--- src/hw/mdsp_params.svh ---
// constants for the motor driver status pin block
`ifndef MDSP_PARAMS_SVH
`define MDSP_PARAMS_SVH

// ----------------------------------------------------------------
// register byte offsets
// ----------------------------------------------------------------
`define MDSP_OFF_CONFIG     8'h00
`define MDSP_OFF_ALARM_MASK 8'h04
`define MDSP_OFF_STATUS     8'h08
`define MDSP_OFF_COMMAND    8'h0C
`define MDSP_OFF_ADC_OUT    8'h10

// ----------------------------------------------------------------
// config fields
// ----------------------------------------------------------------
`define MDSP_CFG_SWITCH_MODE_BIT    0
`define MDSP_CFG_SYNC_EN    1
`define MDSP_CFG_SYNC_LO    2
`define MDSP_CFG_STEP_LO    5
`define MDSP_CFG_RESET      8'h00
`define MDSP_MASK_RESET     8'hFF

// ----------------------------------------------------------------
// status fields
// ----------------------------------------------------------------
`define MDSP_ST_HIGHZ       0
`define MDSP_ST_BUSY_N      1
`define MDSP_ST_SW_LEVEL    2
`define MDSP_ST_SW_EVENT    3
`define MDSP_ST_POWER_UP    4
`define MDSP_ST_WRONG_CMD   5
`define MDSP_ST_NOT_PERF    6
`define MDSP_ST_UVLO_N      7
`define MDSP_ST_THWRN_N     8
`define MDSP_ST_THSD_N      9
`define MDSP_ST_OCD_N       10

// ----------------------------------------------------------------
// command codes and timing
// ----------------------------------------------------------------
`define MDSP_CMD_RUN        8'h01
`define MDSP_CMD_IMM_STOP   8'h02
`define MDSP_CMD_DEC_STOP   8'h03
`define MDSP_CMD_HIZ        8'h04
`define MDSP_ADC_PERIOD     512

`endif

--- src/hw/mdsp_pkg.sv ---
// types shared by the motor driver status pin block
package mdsp_pkg;
  typedef logic [7:0]  mdsp_cmd_type;
  typedef logic [10:0] mdsp_status_type;
  // alarm sources, one bit each in the mask
  typedef enum logic [2:0]
  {
    ALM_POWER_UP = 3'h0,
    ALM_OCD      = 3'h1,
    ALM_TH_WARN  = 3'h2,
    ALM_THERMAL_SHUTDOWN_BIT    = 3'h3,
    ALM_UVLO     = 3'h4,
    ALM_SW_EVENT = 3'h5,
    ALM_WRONG    = 3'h6,
    ALM_NOT_PERF = 3'h7
  } mdsp_alarm_type;
endpackage : mdsp_pkg

--- src/hw/mdsp_rate_div.sv ---
// free-running divider giving a one-cycle tick every PERIOD cycles
`timescale 1ns/1ps
module mdsp_rate_div
#(
  parameter int PERIOD = 512
)
(
  // clock and reset
  input  wire logic core_clk,
  input  wire logic rst_b,
  // tick out
  output logic      tick
);
  localparam int CW = $clog2(PERIOD);

  logic [CW-1:0] cnt_q;

  always_ff @(posedge core_clk)
  begin
    if (!rst_b)
      cnt_q <= '0;
    else if (cnt_q == CW'(PERIOD - 1))
      cnt_q <= '0;
    else
      cnt_q <= cnt_q + CW'(1);
  end

  assign tick = (cnt_q == CW'(PERIOD - 1));
endmodule : mdsp_rate_div

--- src/hw/mdsp_status_pins.sv ---
// standby, switch, busy/sync and alarm pin logic with apb registers
`timescale 1ns/1ps
`include "mdsp_params.svh"
module mdsp_status_pins
  import mdsp_pkg::*;
#(
  parameter int ADC_BITS   = 5,
  parameter int ADC_PERIOD = `MDSP_ADC_PERIOD
)
(
  // clock and standby reset
  input  wire logic                core_clk,
  input  wire logic                rst_b,
  // apb slave
  input  wire logic                psel,
  input  wire logic                penable,
  input  wire logic                pwrite,
  input  wire logic [7:0]          paddr,
  input  wire logic [31:0]         pwdata,
  output logic [31:0]              prdata,
  output logic                     pready,
  output logic                     pslverr,
  // switch and converter
  input  wire logic                switchInput,
  input  wire logic [ADC_BITS-1:0] converterSample,
  // protection sensors, high while active
  input  wire logic                overcurrentIn,
  input  wire logic                thermalWarnIn,
  input  wire logic                thermalShutdownIn,
  input  wire logic                undervoltageIn,
  // motion engine
  input  wire logic                cmdExecuting,
  input  wire logic                stepPulse,
  output logic                     motionCmdValid,
  output logic [7:0]               motionCmdCode,
  output logic                     immediateStopReq,
  // power stage
  output logic                     bridgeEnable,
  output logic                     chargePumpRun,
  // open-drain pins, oe low drives low
  output logic                     busyPinOut,
  output logic                     busyPinOeB,
  output logic                     alarmPinOut,
  output logic                     alarmPinOeB
);
  // ----------------------------------------------------------------
  // apb access
  // ----------------------------------------------------------------
  logic [31:0]     prdata_q;
  logic            ready_q;
  logic            accDone;
  logic            wrDone;
  logic            mapped;
  logic [7:0]      config_q;
  logic [7:0]      alarmMask_q;
  logic [ADC_BITS-1:0] adcOut_q;
  mdsp_status_type statusVec;
  logic            statusReadClr;

  always_comb
  begin
    unique case (paddr)
      `MDSP_OFF_CONFIG, `MDSP_OFF_ALARM_MASK, `MDSP_OFF_STATUS,
      `MDSP_OFF_COMMAND, `MDSP_OFF_ADC_OUT: mapped = 1'b1;
      default:                               mapped = 1'b0;
    endcase
  end

  // one wait state so that read data comes from a flip-flop
  always_ff @(posedge core_clk)
  begin
    if (!rst_b)
      ready_q <= 1'b0;
    else
      ready_q <= psel && penable && !ready_q;
  end

  assign pready  = ready_q;
  assign pslverr = ready_q && !mapped;
  assign accDone = psel && penable && ready_q;
  assign wrDone  = accDone && pwrite && mapped;
  assign prdata  = prdata_q;
  // the status read acts as the status read command
  assign statusReadClr = accDone && !pwrite && (paddr == `MDSP_OFF_STATUS);

  always_ff @(posedge core_clk)
  begin
    if (!rst_b)
      prdata_q <= 32'h0000_0000;
    else if (psel && penable && !ready_q)
    begin
      prdata_q <= 32'h0000_0000;
      if (!pwrite)
      begin
        unique case (paddr)
          `MDSP_OFF_CONFIG:     prdata_q[7:0] <= config_q;
          `MDSP_OFF_ALARM_MASK: prdata_q[7:0] <= alarmMask_q;
          `MDSP_OFF_STATUS:     prdata_q[10:0] <= statusVec;
          `MDSP_OFF_ADC_OUT:    prdata_q[ADC_BITS-1:0] <= adcOut_q;
          default:              prdata_q <= 32'h0000_0000;
        endcase
      end
    end
  end

  // ----------------------------------------------------------------
  // configuration registers
  // ----------------------------------------------------------------
  always_ff @(posedge core_clk)
  begin
    if (!rst_b)
    begin
      config_q    <= `MDSP_CFG_RESET;
      alarmMask_q <= `MDSP_MASK_RESET;
    end
    else if (wrDone && paddr == `MDSP_OFF_CONFIG)
      config_q <= pwdata[7:0];
    else if (wrDone && paddr == `MDSP_OFF_ALARM_MASK)
      alarmMask_q <= pwdata[7:0];
  end

  logic       swMode;
  logic       syncEn;
  logic [2:0] syncSel;
  logic [2:0] stepSel;
  assign swMode  = config_q[`MDSP_CFG_SWITCH_MODE_BIT];
  assign syncEn  = config_q[`MDSP_CFG_SYNC_EN];
  assign syncSel = config_q[`MDSP_CFG_SYNC_LO +: 3];
  assign stepSel = config_q[`MDSP_CFG_STEP_LO +: 3];

  // ----------------------------------------------------------------
  // commands
  // ----------------------------------------------------------------
  logic cmdWrite;
  logic cmdMotion;
  logic cmdHiz;
  logic cmdBlocked;
  assign cmdWrite  = wrDone && (paddr == `MDSP_OFF_COMMAND);
  assign cmdMotion = cmdWrite && (pwdata[7:0] == `MDSP_CMD_RUN ||
                                  pwdata[7:0] == `MDSP_CMD_IMM_STOP ||
                                  pwdata[7:0] == `MDSP_CMD_DEC_STOP);
  assign cmdHiz    = cmdWrite && (pwdata[7:0] == `MDSP_CMD_HIZ);
  // no new motion command under thermal shutdown or undervoltage
  assign cmdBlocked = thermalShutdownIn || undervoltageIn;

  always_ff @(posedge core_clk)
  begin
    if (!rst_b)
    begin
      motionCmdValid <= 1'b0;
      motionCmdCode  <= 8'h00;
    end
    else
    begin
      motionCmdValid <= (cmdMotion || cmdHiz) && !cmdBlocked;
      if (cmdMotion || cmdHiz)
        motionCmdCode <= pwdata[7:0];
    end
  end

  // ----------------------------------------------------------------
  // high impedance and power stage
  // ----------------------------------------------------------------
  logic highZ_q;

  always_ff @(posedge core_clk)
  begin
    if (!rst_b)
      highZ_q <= 1'b1;
    else if (thermalShutdownIn || cmdHiz)
      highZ_q <= 1'b1;
    else if (cmdMotion && !cmdBlocked)
      highZ_q <= 1'b0;
  end

  always_ff @(posedge core_clk)
  begin
    if (!rst_b)
      chargePumpRun <= 1'b0;
    else
      chargePumpRun <= 1'b1;
  end

  assign bridgeEnable = !highZ_q && !thermalShutdownIn && rst_b;

  // ----------------------------------------------------------------
  // switch input
  // ----------------------------------------------------------------
  logic swPrev_q;
  logic swLevel_q;
  logic swEvent_q;
  logic swFall;

  assign swFall = swPrev_q && !switchInput;

  always_ff @(posedge core_clk)
  begin
    if (!rst_b)
    begin
      swPrev_q  <= 1'b1;
      swLevel_q <= 1'b0;
    end
    else
    begin
      swPrev_q  <= switchInput;
      swLevel_q <= !switchInput;
    end
  end

  always_ff @(posedge core_clk)
  begin
    if (!rst_b)
      swEvent_q <= 1'b0;
    else if (swFall)
      swEvent_q <= 1'b1;
    else if (statusReadClr)
      swEvent_q <= 1'b0;
  end

  always_ff @(posedge core_clk)
  begin
    if (!rst_b)
      immediateStopReq <= 1'b0;
    else
      immediateStopReq <= swFall && !swMode;
  end

  // ----------------------------------------------------------------
  // latched alarm conditions, active-low flags held by condition
  // ----------------------------------------------------------------
  logic powerUp_q;
  logic wrongCmd_q;
  logic notPerf_q;
  logic ocdN_q;
  logic thWarnN_q;
  logic thSdN_q;
  logic uvloN_q;

  always_ff @(posedge core_clk)
  begin
    if (!rst_b)
    begin
      powerUp_q  <= 1'b1;
      wrongCmd_q <= 1'b0;
      notPerf_q  <= 1'b0;
    end
    else
    begin
      if (statusReadClr)
        powerUp_q <= 1'b0;
      if (cmdWrite && !cmdMotion && !cmdHiz)
        wrongCmd_q <= 1'b1;
      else if (statusReadClr)
        wrongCmd_q <= 1'b0;
      if (cmdMotion && cmdBlocked)
        notPerf_q <= 1'b1;
      else if (statusReadClr)
        notPerf_q <= 1'b0;
    end
  end

  // sensors ignored in standby since reset holds every flag
  always_ff @(posedge core_clk)
  begin
    if (!rst_b)
    begin
      ocdN_q    <= 1'b1;
      thWarnN_q <= 1'b1;
      thSdN_q   <= 1'b1;
      uvloN_q   <= 1'b0;
    end
    else
    begin
      if (overcurrentIn)
        ocdN_q <= 1'b0;
      else if (statusReadClr)
        ocdN_q <= 1'b1;
      if (thermalWarnIn)
        thWarnN_q <= 1'b0;
      else if (statusReadClr)
        thWarnN_q <= 1'b1;
      if (thermalShutdownIn)
        thSdN_q <= 1'b0;
      else if (statusReadClr)
        thSdN_q <= 1'b1;
      if (undervoltageIn)
        uvloN_q <= 1'b0;
      else if (statusReadClr)
        uvloN_q <= 1'b1;
    end
  end

  // ----------------------------------------------------------------
  // converter sampling
  // ----------------------------------------------------------------
  logic adcTick;

  mdsp_rate_div #(.PERIOD(ADC_PERIOD)) u_adc_div
  (
    .core_clk (core_clk),
    .rst_b    (rst_b),
    .tick     (adcTick)
  );

  always_ff @(posedge core_clk)
  begin
    if (!rst_b)
      adcOut_q <= '0;
    else if (adcTick)
      adcOut_q <= converterSample;
  end

  // ----------------------------------------------------------------
  // busy / sync pin
  // ----------------------------------------------------------------
  logic [15:0] stepCnt_q;
  logic [3:0]  syncIdx;
  logic        busyOeB_q;

  assign syncIdx = {1'b0, syncSel} + {1'b0, stepSel};

  always_ff @(posedge core_clk)
  begin
    if (!rst_b)
      stepCnt_q <= 16'h0000;
    else if (stepPulse)
      stepCnt_q <= stepCnt_q + 16'h0001;
  end

  always_ff @(posedge core_clk)
  begin
    if (!rst_b)
      busyOeB_q <= 1'b1;
    else if (syncEn)
      busyOeB_q <= stepCnt_q[syncIdx];
    else
      busyOeB_q <= !cmdExecuting;
  end

  assign busyPinOut = 1'b0;
  assign busyPinOeB = busyOeB_q;

  // ----------------------------------------------------------------
  // alarm pin
  // ----------------------------------------------------------------
  logic [7:0] alarmPend;
  logic       alarmOeB_q;

  always_comb
  begin
    alarmPend               = 8'h00;
    alarmPend[ALM_POWER_UP] = powerUp_q;
    alarmPend[ALM_OCD]      = !ocdN_q;
    alarmPend[ALM_TH_WARN]  = !thWarnN_q;
    alarmPend[ALM_THERMAL_SHUTDOWN_BIT]    = !thSdN_q;
    alarmPend[ALM_UVLO]     = !uvloN_q;
    alarmPend[ALM_SW_EVENT] = swEvent_q;
    alarmPend[ALM_WRONG]    = wrongCmd_q;
    alarmPend[ALM_NOT_PERF] = notPerf_q;
  end

  always_ff @(posedge core_clk)
  begin
    if (!rst_b)
      alarmOeB_q <= 1'b1;
    else
      alarmOeB_q <= !(|(alarmPend & alarmMask_q));
  end

  assign alarmPinOut = 1'b0;
  assign alarmPinOeB = alarmOeB_q;

  // ----------------------------------------------------------------
  // status word
  // ----------------------------------------------------------------
  always_comb
  begin
    statusVec                     = '0;
    statusVec[`MDSP_ST_HIGHZ]     = highZ_q;
    statusVec[`MDSP_ST_BUSY_N]    = busyOeB_q;
    statusVec[`MDSP_ST_SW_LEVEL]  = swLevel_q;
    statusVec[`MDSP_ST_SW_EVENT]  = swEvent_q;
    statusVec[`MDSP_ST_POWER_UP]  = powerUp_q;
    statusVec[`MDSP_ST_WRONG_CMD] = wrongCmd_q;
    statusVec[`MDSP_ST_NOT_PERF]  = notPerf_q;
    statusVec[`MDSP_ST_UVLO_N]    = uvloN_q;
    statusVec[`MDSP_ST_THWRN_N]   = thWarnN_q;
    statusVec[`MDSP_ST_THSD_N]    = thSdN_q;
    statusVec[`MDSP_ST_OCD_N]     = ocdN_q;
  end

  // ----------------------------------------------------------------
  // checks
  // ----------------------------------------------------------------
  a_bridge_off_standby: assert property (@(posedge core_clk)
    !rst_b |-> !bridgeEnable)
    else $error("bridges enabled in standby");

  a_config_reset_value: assert property (@(posedge core_clk)
    !rst_b |=> (config_q == 8'h00 && alarmMask_q == 8'hFF))
    else $error("config not default after standby");

  a_highz_after_reset: assert property (@(posedge core_clk)
    $rose(rst_b) |-> highZ_q && !bridgeEnable)
    else $error("bridges not high-z on standby exit");

  a_motion_exits_hiz: assert property (@(posedge core_clk)
    disable iff (!rst_b)
    (cmdMotion && !cmdBlocked && !cmdHiz) |=> !highZ_q)
    else $error("motion command left high-z set");

  a_switch_level: assert property (@(posedge core_clk)
    disable iff (!rst_b)
    $past(rst_b) |-> swLevel_q == !$past(switchInput))
    else $error("switch level bit stale");

  a_switch_event_hold: assert property (@(posedge core_clk)
    disable iff (!rst_b)
    swFall |=> swEvent_q ##1 (swEvent_q || $past(statusReadClr)))
    else $error("switch event lost");

  a_switch_stop: assert property (@(posedge core_clk)
    disable iff (!rst_b)
    swFall |=> (immediateStopReq == $past(!swMode)))
    else $error("switch stop mode wrong");

  // next tick lands on the eighth cycle at the smallest period
  a_adc_rate: assert property (@(posedge core_clk)
    disable iff (!rst_b)
    adcTick |=> !adcTick [*7])
    else $error("converter sampled too often");

  a_busy_follows: assert property (@(posedge core_clk)
    disable iff (!rst_b)
    (!syncEn && cmdExecuting) ##1 !syncEn |-> !busyPinOeB)
    else $error("busy pin not driven while executing");

  a_alarm_masked: assert property (@(posedge core_clk)
    disable iff (!rst_b)
    $past(rst_b) && ($past(alarmPend & alarmMask_q) == 8'h00)
      |-> alarmPinOeB)
    else $error("masked alarm drove pin");

  a_tsd_status_low: assert property (@(posedge core_clk)
    disable iff (!rst_b)
    thermalShutdownIn |=> !thSdN_q && highZ_q)
    else $error("thermal shutdown not flagged");
endmodule : mdsp_status_pins

--- config.mk ---
export PLATFORM = sky130hd
export DESIGN_NAME = mdsp_status_pins
export DESIGN_NICKNAME = d
export VERILOG_FILES = /design/src/hw/mdsp_pkg.sv /design/src/hw/mdsp_rate_div.sv /design/src/hw/mdsp_status_pins.sv
export VERILOG_INCLUDE_DIRS = /design/src /design/src/hw
export SDC_FILE = /design/constraint.sdc
export NUM_CORES = 1
export LEC_CHECK = 0
export BUFFER_PORTS_ARGS = -buffer_cell sky130_fd_sc_hd__buf_2
export CORE_MARGIN = 8
export CORE_UTILIZATION = 40
export CTS_CLUSTER_SIZE = 40
export DETAILED_ROUTE_END_ITERATION = 7
export GPL_ROUTABILITY_DRIVEN = 0
export PLACE_DENSITY_LB_ADDON = 0.05
export SYNTH_ARGS = -nofsm -noshare
export SYNTH_HDL_FRONTEND = slang
export SYNTH_SLANG_ARGS = --single-unit
export TNS_END_PERCENT = 10
--- constraint.sdc ---
create_clock -name core_clk -period 3.16 [get_ports core_clk]
set_input_delay 0.316 -clock core_clk [delete_from_list [all_inputs] [get_ports core_clk]]
set_output_delay 0.316 -clock core_clk [all_outputs]
set_load 0.1 [all_outputs]
Word-level counts from Yosys, hierarchy flattened:

Cells that the tools add are included.

* flip-flop bits (word level): 103
* bits in latches: 0
* memory bits (writable): 0
* ROM bits: 0
* output and inout bits: 50
* logic and storage cells: 113
* memories: 0

* add/subtract/negate cells: 3
* $mul: 0
* divide/modulo/power cells: 0
* $lt $le $gt $ge: 1
* equal/unequal tests: 9
* shifts and indexed selects: 0
* mux-type cells: 17
* bitwise operators: 3
* reductions and logical operators: 56

Operator list (number)
* $logic_and 1x1->1: 22
* $pmux 5 s4: 1
* $add 16x1->16 const B: 1
* $eq 8x2->1 const B: 2
* $eq 8x3->1 const B: 2
* $eq 8x4->1 const B: 2
* $logic_not 1->1: 16
* $mux 1: 12
* $reduce_bool 2->1: 6
* $mux 11: 1
* $add 9x1->9 const B: 1
* $eq 9x9->1 const B: 1
* $pmux 3 s3: 1
* $and 8x8->8: 1
* $eq 8x1->1 const B: 1
* $eq 8x5->1 const B: 1
* $logic_not 8->1: 1
* $reduce_or 8->1: 1
* $reduce_or 2->1: 3
* $logic_or 1x1->1: 5
* $lt 4x5->1 const B: 1
* $reduce_or 5->1: 1
* $add 3x3->4: 1
* $bmux 1 s4: 1
* other kinds (3): 4

Logic depth before layout (Yosys ltp):

* word-level depth: 10
* depth in mapped cells: 8
* gate-level depth less buffers: 7

Cells and area by module:

Synthesis repeated with hierarchy kept, for this count alone.

* cells, all modules: 411
* area total of the unflattened synthesis: 3811.2 sq um

Modules (own cells, without submodules)
* mdsp_status_pins: instances 1, cells an instance 372, area each 3448.3 sq um
* mdsp_rate_div: instances 1, cells an instance 39, area each 362.8 sq um

Worst setup path before layout:

No wires, ideal clock.

* kind: flip-flop to output port
* start: reg ready_q (netlist: pready)
* end: out pslverr
* arrival time: 3.309 ns
* required time: 2.844 ns
* path slack: -0.465 ns
* cell stages (with the launch flop): 2
* cells stage by stage: dfxtp_1 -> a21boi_0

* word-level cells in the longest chain between the ends: 1

Ends and longest elaborated chain
* from (decl): line mdsp_status_pins.sv:50 `logic ready_q;`
* from (signal assigned): line mdsp_status_pins.sv:75 `ready_q <= psel && penable && !ready_q;`
* $logic_and 1x1->1: line mdsp_status_pins.sv:79 `assign pslverr = ready_q && !mapped;`
* to (decl): line mdsp_status_pins.sv:22 `output logic pslverr,`

Every way passes these cells.

Worst setup path in the final report:

* start: reg config_q[2]
* end: reg busyOeB_q (netlist: busyPinOeB)

* word-level cells in the longest chain between the ends: 4

Ends and longest elaborated chain
* from (decl): line mdsp_status_pins.sv:54 `logic [7:0] config_q;`
* from (signal assigned): line mdsp_status_pins.sv:113 `` config_q <= `MDSP_CFG_RESET; ``
* from (signal assigned): line mdsp_status_pins.sv:117 `config_q <= pwdata[7:0];`
* $add 3x3->4: line mdsp_status_pins.sv:320 `assign syncIdx = {1'b0, syncSel} + {1'b0, stepSel};`
* $bmux 1 s4: line mdsp_status_pins.sv:335 `busyOeB_q <= stepCnt_q[syncIdx];`
* $mux 1 (implied by the code): line mdsp_status_pins.sv:335
* $mux 1: line mdsp_status_pins.sv:334 `else if (syncEn)`
* to (signal assigned): line mdsp_status_pins.sv:335
* to (signal assigned): line mdsp_status_pins.sv:337 `busyOeB_q <= !cmdExecuting;`
* to (decl): line mdsp_status_pins.sv:318 `logic busyOeB_q;`

Every way passes these cells. The select of a mux whose other input is x is not followed.
A chain may end at the register's enable or synchronous reset.

==> results.json <==
{
  "postSynth.topFlopCell": "sky130_fd_sc_hd__dfxtp_1",
  "netSwitchingPower_uw": 633,
  "dp_slack_ps": 633,
  "max_freq_mhz": 401,
  "htree_levels": 3,
  "p_sw_frac": 0.298,
  "cell_types_occupying_the_most_area_after_synthesis": "sky130_fd_sc_hd__dfxtp_1 (43%), sky130_fd_sc_hd__mux2i_1 (6.5%), sky130_fd_sc_hd__buf_4 (4.7%), sky130_fd_sc_hd__nand2_1 (4.7%), sky130_fd_sc_hd__nor2_1 (4.6%)",
  "cell_taking_the_most_area_after_synthesis": "sky130_fd_sc_hd__dfxtp_1",
  "place.port_buffers": 59,
  "yosysSeqAreaShare": 0.427,
  "floorplan.io_pins": 107,
  "route.antenna.remaining_nets": 0,
  "holdPathStages": 2,
  "cts_sinks": 82,
  "synth_enable_flop_cells": 0,
  "worst_hold_start": "switchInput",
  "detailedPlacementHpwl_um": 6940,
  "later_pin_clock_latency_in_the_skew_report_ps": 350,
  "placementRows": 35,
  "avgViaCountPerCell": 4.90,
  "capture_point_of_the_worst_reg_to_reg_path": "busyPinOeB",
  "synthDistinctLibCells": 54,
  "grt_pass1_wl_um": 15100,
  "post_route_cells_drive_above_1_share": 0.189,
  "detail_route.drc_violations": 0,
  "hold_ws_ps": 132,
  "syn_area_per_cell_um2": 9.17,
  "critPathMaxFanout": 4,
  "worst_setup_path_end_kind": "flip-flop",
  "run_status": "complete, no violations",
  "power_report.internal_total_mw": 1.49,
  "total_iterations_of_the_first_detailed_routing_run": 4,
  "sum_of_internal_switching_and_leakage_power_mw": 2.12,
  "antenna_found_initial": 0,
  "postCtsResizedCells": 0,
  "final_cell_mix": "sky130_fd_sc_hd__dfxtp_1 (82), sky130_fd_sc_hd__buf_2 (59), sky130_fd_sc_hd__nand2_1 (48)",
  "wire_per_inst_um": 15.3,
  "cts_buffers": 9,
  "fin_area_um2": 4340,
  "leftover_overflow_at_the_end_of_global_routing": 0,
  "finalMaxSlewViolations": 0,
  "p_seq_frac": 0.498,
  "fp.dieW_um": 114,
  "die_h_um": 114,
  "number_of_warnings_reported_in_the_yosys_synthesis_log": 0,
  "finalSetupTns_ps": 0,
  "skew_ps": 8.63,
  "critPathArrivalTime_ps": 2710,
  "depth_of_the_worst_register_to_register_path": 6,
  "drt-total-wl_um": 9280,
  "power_frac_clock": 0.371,
  "worst-setup-path-type": "flip-flop to flip-flop",
  "leakagePower_nw": 1.89,
  "detailedRoute.firstIterationViolations": 119,
  "netlist.area_leader.share": 0.427,
  "ys_async_sr_fraction": 0,
  "worst-r2r-setup-slack_ps": 670,
  "placed_cell_area_um2": 4140,
  "vdd.ir_drop.worst_uv": 202,
  "pwr-share-comb": 0.130,
  "detailroute.via_count": 2971,
  "synthToLayoutAreaGrowth_pct": 12.9,
  "initial_core_util": 0.414,
  "layout.area.seq_um2": 1640,
  "placeableCoreArea_um2": 9280,
  "post_cts.repair.setup_buffers": 0,
  "groute.usage.overall": 0.147,
  "number_of_instances_in_the_synthesized_netlist": 419,
  "area_of_the_multi_input_gates_um2": 1990,
  "required_ps": 3380,
  "fillerInstances": 945,
  "grt_pass1_vias": 2956,
  "hold_path_class": "input port to flip-flop",
  "synthesis.area_um2": 3840,
  "hold_viol_final": 0,
  "critical_path.startpoint_type": "flip-flop",
  "clock_path_buffers": 2,
  "timing.final.ws_setup_ps": 667,
  "grt_start_max_net_pins": 46,
  "finalWorstPathRequiredPeriod_ps": 2490,
  "slew_headroom": 0.453,
  "cts_hold_buf": 0,
  "root_buffer": "sky130_fd_sc_hd__clkbuf_8",
  "maxCapViolCount": 0,
  "setup_viol": 0,
  "clkSlewWorstSetupHoldPaths_ps": 80,
  "r2r-start": "config_q[2]",
  "hold_endpoint": "swLevel_q",
  "grt_setup_unrepaired": "false",
  "power_density_nw_per_um2": 489,
  "synth_seq_cells": 82,
  "finish.net_count": 536,
  "cts_tree": "built",
  "most_frequent_standard_cell_in_the_layout_excluding_fill_and_tap_cells": "sky130_fd_sc_hd__dfxtp_1",
  "n_antenna_cell": 0,
  "post-route-period-util": 0.789,
  "timing_worst_slew_pin_value_ps": 819,
  "design.die.area_um2": 13000
}
==> layer usage <==
metal	GRT usage	part of all wire	wire length, um	vias up
li1	-	-	-	1507
met1	0.193	0.48	4440	1384
met2	0.229	0.45	4140	68
met3	0.0301	0.062	577	12
met4	0.0559	0.013	118	0
met5	0	0	0	-
==> sequential cells by signal, summed over array words and instances (netlist names), 5 cells and up <==
| signal | cells |
|---|---|
| alarmMask_q | 8 |
| u_adc_div.cnt_q | 9 |
| prdata | 11 |
| stepCnt_q | 16 |
| config_q | 8 |
| adcOut_q | 5 |
| motionCmdCode | 8 |
==> Yosys cell counts, drive strengths merged, types with 3 or more instances <==
master,count
mux2i,25
nor2,48
dfxtp,82
a22oi,7
and2,5
xor2,11
buf,28
nand2,48
and3,11
nor3,6
nor2b,8
xnor2,11
ha,6
a2bb2oi,10
nand3,14
nand4,9
o21ai,13
mux4,4
or3,3
nor4,4
clkbuf,11
a21oi,17
inv,11
==> power by group through the flow <==
stage / registers, mW / logic, mW / clock network, mW
final: 1.06 / 0.277 / 0.788
after global routing: 1.06 / 0.294 / 0.867
after CTS: 1.06 / 0.278 / 0.814
after detailed placement: 1.08 / 0.278 / 0
after global placement: 1.08 / 0.276 / 0
after floorplan: 1.10 / 0.226 / 0
==> stage by stage <==
step | cells | util
floorplan | 441 | -
global placement | 590 | 0.446
detailed placement | 590 | 0.446
CTS | 606 | 0.468
global route | 606 | 0.468
finish | 606 | 0.468
==> critical path, cell delays in order (launching register included) <==
cell                        delay, ps
sky130_fd_sc_hd__dfxtp_1          340
sky130_fd_sc_hd__ha_1             230
sky130_fd_sc_hd__fa_1             650
sky130_fd_sc_hd__mux4_2           530
sky130_fd_sc_hd__nor2b_1          140
sky130_fd_sc_hd__a2111oi_0        390
sky130_fd_sc_hd__a311oi_1          90
==> worst max-delay path by stage <==
stage                      startpoint    endpoint  slack [ps]  depth (start not counted)
after floorplan                pready     pslverr         250                          1
after global placement    config_q[2]  busyPinOeB         700                          6
after detailed placement  config_q[2]  busyPinOeB         630                          6
after CTS                 config_q[5]  busyPinOeB         620                          6
after global routing      config_q[2]  busyPinOeB         460                          6
final                     config_q[2]  busyPinOeB         670                          6
==> logic make-up after synthesis <==
kind of cell               Yosys count  share of synthesized area
other                                1                   0.000976
adders and majority gates            7                     0.0247
xor gates and xnor gates            22                     0.0501
AOI/OAI and AO/OA                   58                     0.0983
and+or+nand+nor                    169                      0.234
muxes                               29                     0.0885
DFF                                 82                      0.427
buffers and inverters               51                     0.0762
==> cell type report <==
class,instances,area share
repair buffers,60,0.0698
clock buffers,11,0.0326
flip-flops and latches,82,0.378
inverters,11,0.00951
clock inverters,5,0.0138
well taps,129,0.0372
multi-input cells,308,0.459
Power figures use the tool's default switching activity.
